**src/lfs_pkg.sv**
```systemverilog
/*
 * constants, types and register map of the led flash trigger sequencer.
 * assumes one 10 MHz clock and an apb master with 32-bit data.
 */
package lfs_pkg;
    // ==========================================================
    // bus geometry
    localparam int DATA_W = 32; // apb data width
    localparam int ADDR_W = 8; // byte address width seen by the block

    // ==========================================================
    // register byte offsets
    localparam logic [7:0] ADDR_CTRL = 8'h00; // mode, edge, run mode, steady level
    localparam logic [7:0] ADDR_CMD = 8'h04; // write-only software trigger
    localparam logic [7:0] ADDR_CURRENT = 8'h08; // led current setpoint
    localparam logic [7:0] ADDR_LED_DLY = 8'h0c; // trigger to led pulse, 20 ns units
    localparam logic [7:0] ADDR_LED_WID = 8'h10; // led pulse length, 20 ns units
    localparam logic [7:0] ADDR_CAM_DLY = 8'h14; // trigger to camera pulse
    localparam logic [7:0] ADDR_CAM_WID = 8'h18; // camera pulse length
    localparam logic [7:0] ADDR_PERIOD = 8'h1c; // least spacing of sequence steps
    localparam logic [7:0] ADDR_SEQ_LEN = 8'h20; // index of the last step
    localparam logic [7:0] ADDR_STATUS = 8'h24; // busy, step, outputs
    localparam logic [7:0] ADDR_SEG_BASE = 8'h40; // 16 words of segment masks

    // ==========================================================
    // field positions
    localparam int CTRL_MODE_LSB = 0; // two-bit mode field
    localparam int CTRL_EDGE_BIT = 2; // 1 selects the falling edge
    localparam int CTRL_STEP_BIT = 3; // 1 selects one step per trigger
    localparam int CTRL_ON_BIT = 4; // steady level
    localparam int CMD_GO_BIT = 0; // start or advance
    localparam int STAT_BUSY_BIT = 0;
    localparam int STAT_STEP_LSB = 4;
    localparam int STAT_LED_BIT = 8;
    localparam int STAT_CAM_BIT = 9;

    // ==========================================================
    // widths and sizes
    localparam int CUR_W = 14; // current setpoint width
    localparam int SEG_W = 4; // led segments
    localparam int NUM_STEPS = 16; // steps per sequence
    localparam int STEP_W = 4; // step index width
    localparam int TIME_W = 32; // programmed time width
    localparam int ET_W = 34; // elapsed time, room for sums

    // ==========================================================
    // time base
    localparam int TICK_NS = 20; // programming granularity
    localparam int CLK_NS = 100; // pclk period
    localparam int UNITS_PER_CLK = CLK_NS / TICK_NS; // units added per cycle
    localparam int MIN_WIDTH_NS = 1000; // shortest led pulse
    localparam int MIN_WIDTH_UNITS = (MIN_WIDTH_NS + TICK_NS - 1) / TICK_NS;
    localparam longint MAX_WIDTH_S = 85; // longest led pulse in seconds
    localparam longint MAX_WIDTH_UNITS = MAX_WIDTH_S * 64'd1000000000 / TICK_NS;

    // ==========================================================
    // reset values
    localparam logic [31:0] CTRL_RST = 32'h0000_0000;
    localparam logic [13:0] CURRENT_RST = 14'h0000;
    localparam logic [31:0] LED_DLY_RST = 32'h0000_0002;
    localparam logic [31:0] LED_WID_RST = 32'h0000_0032;
    localparam logic [31:0] CAM_DLY_RST = 32'h0000_0002;
    localparam logic [31:0] CAM_WID_RST = 32'h0000_0032;
    localparam logic [31:0] PERIOD_RST = 32'h0000_0064;
    localparam logic [3:0] SEQ_LEN_RST = 4'h0;
    localparam logic [3:0] SEG_RST = 4'hf;

    // ==========================================================
    // types
    typedef enum logic [1:0] {
        LFS_MODE_STEADY = 2'b00,
        LFS_MODE_FLASH = 2'b01,
        LFS_MODE_SEQ = 2'b10
    } lfs_mode_t;

    typedef enum logic {
        LFS_ST_IDLE = 1'b0,
        LFS_ST_RUN = 1'b1
    } lfs_state_t;
endpackage : lfs_pkg

```
**src/lfs_time_base.sv**
```systemverilog
/*
 * elapsed-time counter in 20 ns units for one pulse step.
 * assumes start and run come from the sequencer in the same clock domain.
 */
module lfs_time_base (
    input wire logic pclk,
    input wire logic presetn,
    input wire logic ce,
    input wire logic start,
    input wire logic run,
    output logic [lfs_pkg::ET_W-1:0] elapsed
);
    // ==========================================================
    // counter
    localparam logic [lfs_pkg::ET_W-1:0] STEP_UNITS = lfs_pkg::ET_W'(lfs_pkg::UNITS_PER_CLK);
    localparam logic [lfs_pkg::ET_W-1:0] TOP = {lfs_pkg::ET_W{1'b1}} - STEP_UNITS;

    logic [lfs_pkg::ET_W-1:0] elapsed_r; // time since start of step

    // start clears, run advances; saturation keeps long steps from wrapping
    always_ff @(posedge pclk or negedge presetn) begin
        if (!presetn) begin
            elapsed_r <= '0;
        end else if (ce) begin
            if (start) begin
                elapsed_r <= '0;
            end else if (run && elapsed_r <= TOP) begin
                elapsed_r <= elapsed_r + STEP_UNITS;
            end
        end
    end

    assign elapsed = elapsed_r;
endmodule : lfs_time_base

```
**src/lfs_sequencer.sv**
```systemverilog
/*
 * led flash trigger sequencer: trigger edge detect, pulse timing,
 * camera trigger, 16-step segment sequence, apb register slave.
 * assumes trig_in is already synchronous to pclk and a zero-wait apb master.
 */
// The implementer's own choices: the address map and register access over APB.
// Operation
// - trigger edge polarity selectable
// - timing values in 20 ns units
// - led pulse width 1 us to 85 s
// - steady mode holds led on or off
// - current setpoint is 14 bits
// - camera trigger pulse with each flash
// - sequence holds one to sixteen steps
// - each step has its own segments
// - automatic mode runs whole sequence
// - single step mode advances one step
// - software command replaces trigger edge
module lfs_sequencer #(
    parameter longint MAX_WIDTH_UNITS = lfs_pkg::MAX_WIDTH_UNITS
) (
    input wire logic pclk,
    input wire logic presetn,
    input wire logic ce,
    input wire logic psel,
    input wire logic penable,
    input wire logic pwrite,
    input wire logic [lfs_pkg::ADDR_W-1:0] paddr,
    input wire logic [lfs_pkg::DATA_W-1:0] pwdata,
    output logic [lfs_pkg::DATA_W-1:0] prdata,
    output logic pready,
    output logic pslverr,
    input wire logic trig_in,
    output logic led_on_o,
    output logic [lfs_pkg::SEG_W-1:0] led_seg_o,
    output logic [lfs_pkg::CUR_W-1:0] led_cur_o,
    output logic cam_trig_o,
    output logic busy_o
);
    // ==========================================================
    // helpers
    function automatic logic in_window(input logic [lfs_pkg::ET_W-1:0] t,
                                       input logic [lfs_pkg::ET_W-1:0] from,
                                       input logic [lfs_pkg::ET_W-1:0] to);
        in_window = (t >= from) && (t < to);
    endfunction : in_window

    function automatic logic [lfs_pkg::ET_W-1:0] ext(input logic [lfs_pkg::TIME_W-1:0] v);
        ext = lfs_pkg::ET_W'(v);
    endfunction : ext

    // ==========================================================
    // registers
    logic [1:0] mode_r; // operating mode field
    logic edge_fall_r; // 1: high-to-low is active
    logic stepwise_r; // 1: one step per trigger
    logic steady_on_r; // steady level
    logic [lfs_pkg::CUR_W-1:0] cur_r; // current setpoint
    logic [lfs_pkg::TIME_W-1:0] led_dly_r; // led delay
    logic [lfs_pkg::TIME_W-1:0] led_wid_r; // led width as written
    logic [lfs_pkg::TIME_W-1:0] cam_dly_r; // camera delay
    logic [lfs_pkg::TIME_W-1:0] cam_wid_r; // camera width
    logic [lfs_pkg::TIME_W-1:0] period_r; // step spacing
    logic [lfs_pkg::STEP_W-1:0] last_r; // last step index
    logic [lfs_pkg::SEG_W-1:0] seg_r [lfs_pkg::NUM_STEPS]; // per-step segments
    logic soft_go_r; // software trigger pulse

    lfs_pkg::lfs_state_t state_r; // idle or running a step
    logic [lfs_pkg::STEP_W-1:0] step_r; // current step index
    logic trig_prev_r; // trigger input one cycle ago
    logic led_on_r;
    logic cam_trig_r;
    logic [lfs_pkg::SEG_W-1:0] led_seg_r;

    // ==========================================================
    // apb decode
    logic wr_en; // write takes effect this edge
    logic seg_hit; // word-aligned address at or above the segment base; 0x80 and up alias the table
    logic [lfs_pkg::STEP_W-1:0] seg_idx; // table index from address
    logic mapped; // address belongs to a register

    assign wr_en = psel && penable && pwrite;
    assign seg_hit = paddr >= lfs_pkg::ADDR_SEG_BASE && paddr[1:0] == 2'b00;
    assign seg_idx = paddr[2 +: lfs_pkg::STEP_W];
    assign mapped = seg_hit || (paddr[1:0] == 2'b00 && paddr <= lfs_pkg::ADDR_STATUS);
    // zero wait states keep the slave simple; every access ends in its access cycle
    assign pready = 1'b1;
    assign pslverr = psel && penable && !mapped;

    // control register; the illegal mode code is read back as written but acts as steady
    always_ff @(posedge pclk or negedge presetn) begin
        if (!presetn) begin
            mode_r <= lfs_pkg::CTRL_RST[lfs_pkg::CTRL_MODE_LSB +: 2];
            edge_fall_r <= lfs_pkg::CTRL_RST[lfs_pkg::CTRL_EDGE_BIT];
            stepwise_r <= lfs_pkg::CTRL_RST[lfs_pkg::CTRL_STEP_BIT];
            steady_on_r <= lfs_pkg::CTRL_RST[lfs_pkg::CTRL_ON_BIT];
        end else if (ce && wr_en && paddr == lfs_pkg::ADDR_CTRL) begin
            mode_r <= pwdata[lfs_pkg::CTRL_MODE_LSB +: 2];
            edge_fall_r <= pwdata[lfs_pkg::CTRL_EDGE_BIT];
            stepwise_r <= pwdata[lfs_pkg::CTRL_STEP_BIT];
            steady_on_r <= pwdata[lfs_pkg::CTRL_ON_BIT];
        end
    end

    // current, length and timing registers; the times are counted in 20 ns units
    always_ff @(posedge pclk or negedge presetn) begin
        if (!presetn) begin
            cur_r <= lfs_pkg::CURRENT_RST;
            led_dly_r <= lfs_pkg::LED_DLY_RST;
            led_wid_r <= lfs_pkg::LED_WID_RST;
            cam_dly_r <= lfs_pkg::CAM_DLY_RST;
            cam_wid_r <= lfs_pkg::CAM_WID_RST;
            period_r <= lfs_pkg::PERIOD_RST;
            last_r <= lfs_pkg::SEQ_LEN_RST;
        end else if (ce && wr_en) begin
            unique case (paddr)
                lfs_pkg::ADDR_CURRENT: cur_r <= pwdata[lfs_pkg::CUR_W-1:0];
                lfs_pkg::ADDR_LED_DLY: led_dly_r <= pwdata;
                lfs_pkg::ADDR_LED_WID: led_wid_r <= pwdata;
                lfs_pkg::ADDR_CAM_DLY: cam_dly_r <= pwdata;
                lfs_pkg::ADDR_CAM_WID: cam_wid_r <= pwdata;
                lfs_pkg::ADDR_PERIOD: period_r <= pwdata;
                lfs_pkg::ADDR_SEQ_LEN: last_r <= pwdata[lfs_pkg::STEP_W-1:0];
                default: ; // other offsets are handled elsewhere or unmapped
            endcase
        end
    end

    // segment table, one mask per step
    always_ff @(posedge pclk or negedge presetn) begin
        if (!presetn) begin
            for (int i = 0; i < lfs_pkg::NUM_STEPS; i++) begin
                seg_r[i] <= lfs_pkg::SEG_RST;
            end
        end else if (ce && wr_en && seg_hit) begin
            seg_r[seg_idx] <= pwdata[lfs_pkg::SEG_W-1:0];
        end
    end

    // software trigger: a write of the go bit becomes one pulse next cycle
    always_ff @(posedge pclk or negedge presetn) begin
        if (!presetn) begin
            soft_go_r <= 1'b0;
        end else if (ce) begin
            soft_go_r <= wr_en && paddr == lfs_pkg::ADDR_CMD && pwdata[lfs_pkg::CMD_GO_BIT];
        end
    end

    // read mux; write-only and reserved bits read as zero
    always_comb begin
        prdata = '0;
        if (seg_hit) begin
            prdata[lfs_pkg::SEG_W-1:0] = seg_r[seg_idx];
        end else begin
            unique case (paddr)
                lfs_pkg::ADDR_CTRL: begin
                    prdata[lfs_pkg::CTRL_MODE_LSB +: 2] = mode_r;
                    prdata[lfs_pkg::CTRL_EDGE_BIT] = edge_fall_r;
                    prdata[lfs_pkg::CTRL_STEP_BIT] = stepwise_r;
                    prdata[lfs_pkg::CTRL_ON_BIT] = steady_on_r;
                end
                lfs_pkg::ADDR_CURRENT: prdata[lfs_pkg::CUR_W-1:0] = cur_r;
                lfs_pkg::ADDR_LED_DLY: prdata = led_dly_r;
                lfs_pkg::ADDR_LED_WID: prdata = led_wid_r;
                lfs_pkg::ADDR_CAM_DLY: prdata = cam_dly_r;
                lfs_pkg::ADDR_CAM_WID: prdata = cam_wid_r;
                lfs_pkg::ADDR_PERIOD: prdata = period_r;
                lfs_pkg::ADDR_SEQ_LEN: prdata[lfs_pkg::STEP_W-1:0] = last_r;
                lfs_pkg::ADDR_STATUS: begin
                    prdata[lfs_pkg::STAT_BUSY_BIT] = state_r == lfs_pkg::LFS_ST_RUN;
                    prdata[lfs_pkg::STAT_STEP_LSB +: lfs_pkg::STEP_W] = step_r;
                    prdata[lfs_pkg::STAT_LED_BIT] = led_on_r;
                    prdata[lfs_pkg::STAT_CAM_BIT] = cam_trig_r;
                end
                default: prdata = '0; // command and unmapped offsets
            endcase
        end
    end

    // ==========================================================
    // trigger detect
    logic trig_edge; // active edge seen this cycle
    logic pulsed; // flash or sequence mode
    logic go; // accepted start or advance

    always_ff @(posedge pclk or negedge presetn) begin
        if (!presetn) begin
            trig_prev_r <= 1'b0;
        end else if (ce) begin
            trig_prev_r <= trig_in;
        end
    end

    assign trig_edge = edge_fall_r ? (trig_prev_r && !trig_in) : (!trig_prev_r && trig_in);
    assign pulsed = mode_r == lfs_pkg::LFS_MODE_FLASH || mode_r == lfs_pkg::LFS_MODE_SEQ;
    // edges during a running step fall through: there is no queue of pending triggers
    assign go = pulsed && state_r == lfs_pkg::LFS_ST_IDLE && (trig_edge || soft_go_r);

    // ==========================================================
    // step timing
    logic [lfs_pkg::ET_W-1:0] elapsed; // time since step start
    logic [lfs_pkg::TIME_W-1:0] led_wid_c; // width clamped to legal range
    logic [lfs_pkg::ET_W-1:0] led_off_at; // end of led pulse
    logic [lfs_pkg::ET_W-1:0] cam_off_at; // end of camera pulse
    logic step_end; // current step complete
    logic tb_start; // restart the time base
    logic is_seq; // sequence mode
    logic at_last; // current step is the last one

    lfs_time_base u_time_base (
        .pclk(pclk),
        .presetn(presetn),
        .ce(ce),
        .start(tb_start),
        .run(state_r == lfs_pkg::LFS_ST_RUN),
        .elapsed(elapsed)
    );

    // clamping costs two comparators but keeps a zero or huge width from hanging the led on
    always_comb begin
        led_wid_c = led_wid_r;
        if (led_wid_r < lfs_pkg::TIME_W'(lfs_pkg::MIN_WIDTH_UNITS)) begin
            led_wid_c = lfs_pkg::TIME_W'(lfs_pkg::MIN_WIDTH_UNITS);
        end else if (ext(led_wid_r) > lfs_pkg::ET_W'(MAX_WIDTH_UNITS)) begin
            led_wid_c = lfs_pkg::TIME_W'(MAX_WIDTH_UNITS);
        end
    end

    assign led_off_at = ext(led_dly_r) + ext(led_wid_c);
    assign cam_off_at = ext(cam_dly_r) + ext(cam_wid_r);
    // a step lasts until both pulses ended and the period has passed
    assign step_end = state_r == lfs_pkg::LFS_ST_RUN && elapsed >= led_off_at
        && elapsed >= cam_off_at && elapsed >= ext(period_r);
    assign is_seq = mode_r == lfs_pkg::LFS_MODE_SEQ;
    assign at_last = step_r >= last_r;
    assign tb_start = go || (step_end && is_seq && !stepwise_r && !at_last);

    // ==========================================================
    // sequencer state
    always_ff @(posedge pclk or negedge presetn) begin
        if (!presetn) begin
            state_r <= lfs_pkg::LFS_ST_IDLE;
        end else if (ce) begin
            unique case (state_r)
                lfs_pkg::LFS_ST_IDLE: begin
                    if (go) begin
                        state_r <= lfs_pkg::LFS_ST_RUN;
                    end
                end
                lfs_pkg::LFS_ST_RUN: begin
                    if (!pulsed) begin
                        state_r <= lfs_pkg::LFS_ST_IDLE;
                    end else if (step_end && !(is_seq && !stepwise_r && !at_last)) begin
                        state_r <= lfs_pkg::LFS_ST_IDLE;
                    end
                end
            endcase
        end
    end

    // step index; moves at the end of a step, wraps after the last
    always_ff @(posedge pclk or negedge presetn) begin
        if (!presetn) begin
            step_r <= '0;
        end else if (ce) begin
            if (!is_seq) begin
                step_r <= '0;
            end else if (step_end) begin
                if (at_last) begin
                    step_r <= '0;
                end else begin
                    step_r <= step_r + 4'h1;
                end
            end
        end
    end

    // ==========================================================
    // outputs
    always_ff @(posedge pclk or negedge presetn) begin
        if (!presetn) begin
            led_on_r <= 1'b0;
            cam_trig_r <= 1'b0;
            led_seg_r <= '0;
        end else if (ce) begin
            if (!pulsed) begin
                led_on_r <= steady_on_r;
                cam_trig_r <= 1'b0;
                led_seg_r <= seg_r[0];
            end else begin
                led_on_r <= state_r == lfs_pkg::LFS_ST_RUN
                    && in_window(elapsed, ext(led_dly_r), led_off_at);
                cam_trig_r <= state_r == lfs_pkg::LFS_ST_RUN
                    && in_window(elapsed, ext(cam_dly_r), cam_off_at);
                led_seg_r <= seg_r[step_r];
            end
        end
    end

    assign led_on_o = led_on_r;
    assign cam_trig_o = cam_trig_r;
    assign led_seg_o = led_seg_r;
    assign led_cur_o = cur_r;
    assign busy_o = state_r == lfs_pkg::LFS_ST_RUN;
endmodule : lfs_sequencer

```
**config.mk**
```make
export PLATFORM = sky130hd
export DESIGN_NAME = lfs_sequencer
export DESIGN_NICKNAME = d
export VERILOG_FILES = /design/src/lfs_pkg.sv /design/src/lfs_time_base.sv /design/src/lfs_sequencer.sv
export SDC_FILE = /design/constraint.sdc
export NUM_CORES = 1
export LEC_CHECK = 0
export BUFFER_PORTS_ARGS = -buffer_cell sky130_fd_sc_hd__clkbuf_2
export CAP_MARGIN = 20
export CORE_AREA = 2 2 252 254
export CTS_CLUSTER_DIAMETER = 30
export DETAILED_ROUTE_END_ITERATION = 12
export DIE_AREA = 0 0 254 256
export HOLD_SLACK_MARGIN = 0.06
export PLACE_DENSITY = 0.54
export SYNTH_ARGS = -nofsm -noshare
export SYNTH_HDL_FRONTEND = slang
export SYNTH_HIERARCHICAL = 1
export SYNTH_SLANG_ARGS = --single-unit
```
**constraint.sdc**
```tcl
create_clock -name pclk -period 7.4 [get_ports pclk]
set_clock_uncertainty 0.05 [all_clocks]
set_input_delay 1.48 -clock pclk [delete_from_list [all_inputs] [get_ports pclk]]
set_output_delay 1.48 -clock pclk [all_outputs]
set_load 0.01 [all_outputs]
```
==> flow_metrics.tcl <==
set metrics [dict create \
    grt_use_total_pct 23.82 \
    slew_viol_final 0 \
    max_freq_ghz 0.1391 \
    path_class "flip-flop to flip-flop" \
    path_clk_slew_ns 0.04 \
    areaGrowthSynthToFinish_pct 23.57 \
    cts_tree "built" \
    instances_no_fill 3176 \
    port_buffers 100 \
    power_mw 5.662 \
    wl_per_cell_um 24.34 \
    cp.required_ns 7.84 \
    synth_edf_count 0 \
    h-tree-depth 3 \
    cts_buffers 79 \
    setup_slack_ns 0.2086 \
    dpl_cell_area_um2 23570 \
    dp.cells 3019 \
    grt_pass1_wl_mm 117.4 \
    p_per_area_nw_per_um2 211.2 \
    fp.dieW_um 254 \
    ir_drop_uv 176.9 \
    crit_arrival_ns 7.63 \
    io_pins 102 \
    final_util_pct 42.97 \
    start_util_pct 34.77 \
    num-fill-cells 6047 \
    grt_overflow_total 0 \
    critPathMaxFanout 18 \
    clkSinkCount 294 \
    die-area_um2 65020 \
    synthesis.nets 2370 \
    ys_ff_latch 294 \
    core-area_um2 62390 \
    avgSynthCellArea_um2 10.39 \
    async_flop_share_pct 100.0 \
    pre_cts_ws_ns -0.1770 \
    routabilityCongestion 0.9079 \
    rows 92 \
    cts_buffer_depth 3 \
    synth_compound_gate_area_share_pct 16.03 \
    synth-simple-area-share_pct 12.13 \
    status "completed" \
    n_antenna_cell 0 \
    finalCritPeriodShare_pct 97.18 \
    seq_area_frac_synth_pct 34.35 \
    wirelength_mm 77.31 \
    synth_area_um2 21690 \
    relSlewSlack_pct 33.96 \
    fin_nets 2546 \
    antenna_found_initial 0 \
    yosys_most_used_dff "dfrtp_1" \
    grt_pass1_vias 18650 \
    p_leak_nw 12.37 \
    setup_viol 0 \
    die_y_um 256 \
    synth_fa_ha_area_share_pct 13.68 \
    start_kind "flip-flop" \
    critPathMostFrequentCell "buf_4" \
    yosys_warnings 6 \
    insertion_delay_ns 0.64 \
    vias_per_cell 5.750 \
    worst_pin_slew_ns 0.9874 \
    drive_gt1_share_pct 32.19 \
    route.vias.total 18260 \
    yosys.area.top_type "dfrtp_1" \
    synth_top_area_share_pct 25.26 \
    endpoint_kind "flip-flop" \
    ant_nets 0 \
    cp_slowest_stage_delay_ns 0.48 \
    synth_top_family_by_area "multiplexers" \
    dpl.hpwl_mm 57.77 \
    drtIter0Drc 1458 \
    drv_cap 0 \
    synthTopCellsByArea "dfrtp_1 25%, ha_1 13%, mux2_2 13%, dfstp_2 9.1%, mux4_2 4.2%" \
    synth_cell_types 96 \
    cp_slowest_cell "or4b_1" \
    muxShareOfSynthArea_pct 17.65 \
    root_buffer "clkbuf_16" \
    netlist_instances 2087 \
    hold_path_class "flip-flop to flip-flop" \
    dr.pass1.iters 8 \
    finalHoldViolCount 0 \
    fin_crit_ns 7.191 \
    grt_max_degree 128 \
    drc 0 \
    fin_setup_tns_ns 0 \
    hold_ws_ns 0.4735 \
    postLayoutCellArea_um2 26810 \
    synth_xor_area_share_pct 2.140 \
]
[logic make-up after synthesis]
| kind of cell | after synthesis |
|---|---|
| AO/OA/AOI/OAI | 494 |
| AND/OR/NAND/NOR | 488 |
| multiplexers | 301 |
| flip-flops | 294 |
| adder cells (fa/ha/maj) | 236 |
| buffers and inverters | 220 |
| XOR/XNOR | 53 |
| other | 1 |
[Yosys cell counts (6+ instances only)]
library cell / number
a211o_1: 6
a211oi_1: 11
a21o_1: 83
a21oi_1: 108
a221oi_1: 8
a222oi_1: 28
a22oi_1: 38
a31oi_1: 12
and2_1: 24
and3_1: 19
and4_1: 7
buf_1: 16
clkbuf_1: 64
dfrtp_1: 219
dfstp_2: 75
ha_1: 234
inv_1: 128
mux2_1: 7
mux2_2: 245
mux2i_1: 9
mux4_2: 40
nand2_1: 113
nand2b_1: 25
nand3_1: 45
nand4_1: 57
nor2_1: 77
nor2b_1: 19
nor3_1: 31
nor4_1: 30
o21a_1: 12
o21ai_0: 58
o21ai_1: 10
o21bai_1: 12
o22a_1: 7
o2bb2ai_1: 7
o31ai_1: 29
o41ai_1: 7
xnor2_1: 27
xor2_1: 26
[cells in the final DEF (no fill, tap or decap), types with 11 or more instances in the layout]
cell type    n
nand3_1     45
o21ai_1     12
clkbuf_8    17
dfrtp_1    219
mux2_2     245
a31oi_1     11
a21oi_1    103
mux4_2      40
xnor2_1     27
nand4_1     57
a22oi_1     37
nand2b_1    25
dfstp_2     75
a21o_1      83
o21ai_0     54
a222oi_1    28
bufinv_16   11
nand2_1    109
clkbuf_1    11
nor4_1      23
ha_1       229
nor2b_1     19
buf_4       74
nor3_1      29
clkbuf_2    99
and2_1      24
clkbuf_16   80
xor2_1      26
o21a_1      12
o31ai_1     28
and3_1      17
o21bai_1    11
inv_1      128
nor2_1      73
[path summary, 6_finish.rpt]
path / from / to / slack (ns) / depth (start not counted)
setup / recovery: led_wid_r[8] / u_time_base/elapsed[29] / 0.21 / 36
hold / removal: period_r[19] / period_r[19] / 0.47 / 1
setup reg to reg: led_wid_r[8] / u_time_base/elapsed[29] / 0.21 / 36
hold reg to reg: period_r[19] / period_r[19] / 0.47 / 1
max in group asynchronous: presetn / u_time_base/elapsed[26] / 4.93 / 2
min in group asynchronous: presetn / led_dly_r[15] / 0.84 / 1
[where the power goes]
part           internal (mW)  switching (mW)
registers               1.64          0.0300
logic                  0.108           0.190
clock network           2.55            1.14
[critical path, delay by kind of cell (launching register included)]
family	cells	cell delay (ns)
AO/OA/AOI/OAI	15	2.54
adder cells (fa/ha/maj)	2	0.59
buffers and inverters	6	0.86
flip-flops	1	0.38
AND/OR/NAND/NOR	13	2.60
[cell type report]
class                      instances  area (µm²)  share of cell area [%]
multi-input combinational       1574       13650                   50.92
sequential                       294        7451                   27.79
clock buffer                     108        2277                   8.495
timing repair buffer             185        1240                   4.625
tap                              846        1059                   3.949
clock inverter                    40       645.6                   2.408
inverter                         129       484.2                   1.806
[repair_timing]
item                       in CTS  in global routing
setup buffers                   0                  7
pin swaps                       1                 11
hold buffers                    0                  0
setup endpoints to repair      30                 34
resized for setup              10                 41
cloned                          0                  1
[flip-flops by register name (all words and copies together) (netlist names), 2 cells and up]
name                 count
cam_dly_r               32
cam_wid_r               32
last_r                   4
led_cur_o               14
led_dly_r               32
led_seg_o                4
led_wid_r               32
mode_r                   2
period_r                32
seg_r                   64
step_r                   4
u_time_base/elapsed     34
[metal layers]
layer / vias up / global-route usage [%] / share of wire [%]
met5: - / 0 / 0
met2: 570 / 39.19 / 48
met3: 133 / 3.722 / 5.7
li1: 8337 / - / -
met4: 0 / 9.297 / 3.5
met1: 9221 / 31.27 / 43
Note: power is estimated with default switching activity, not from simulation.
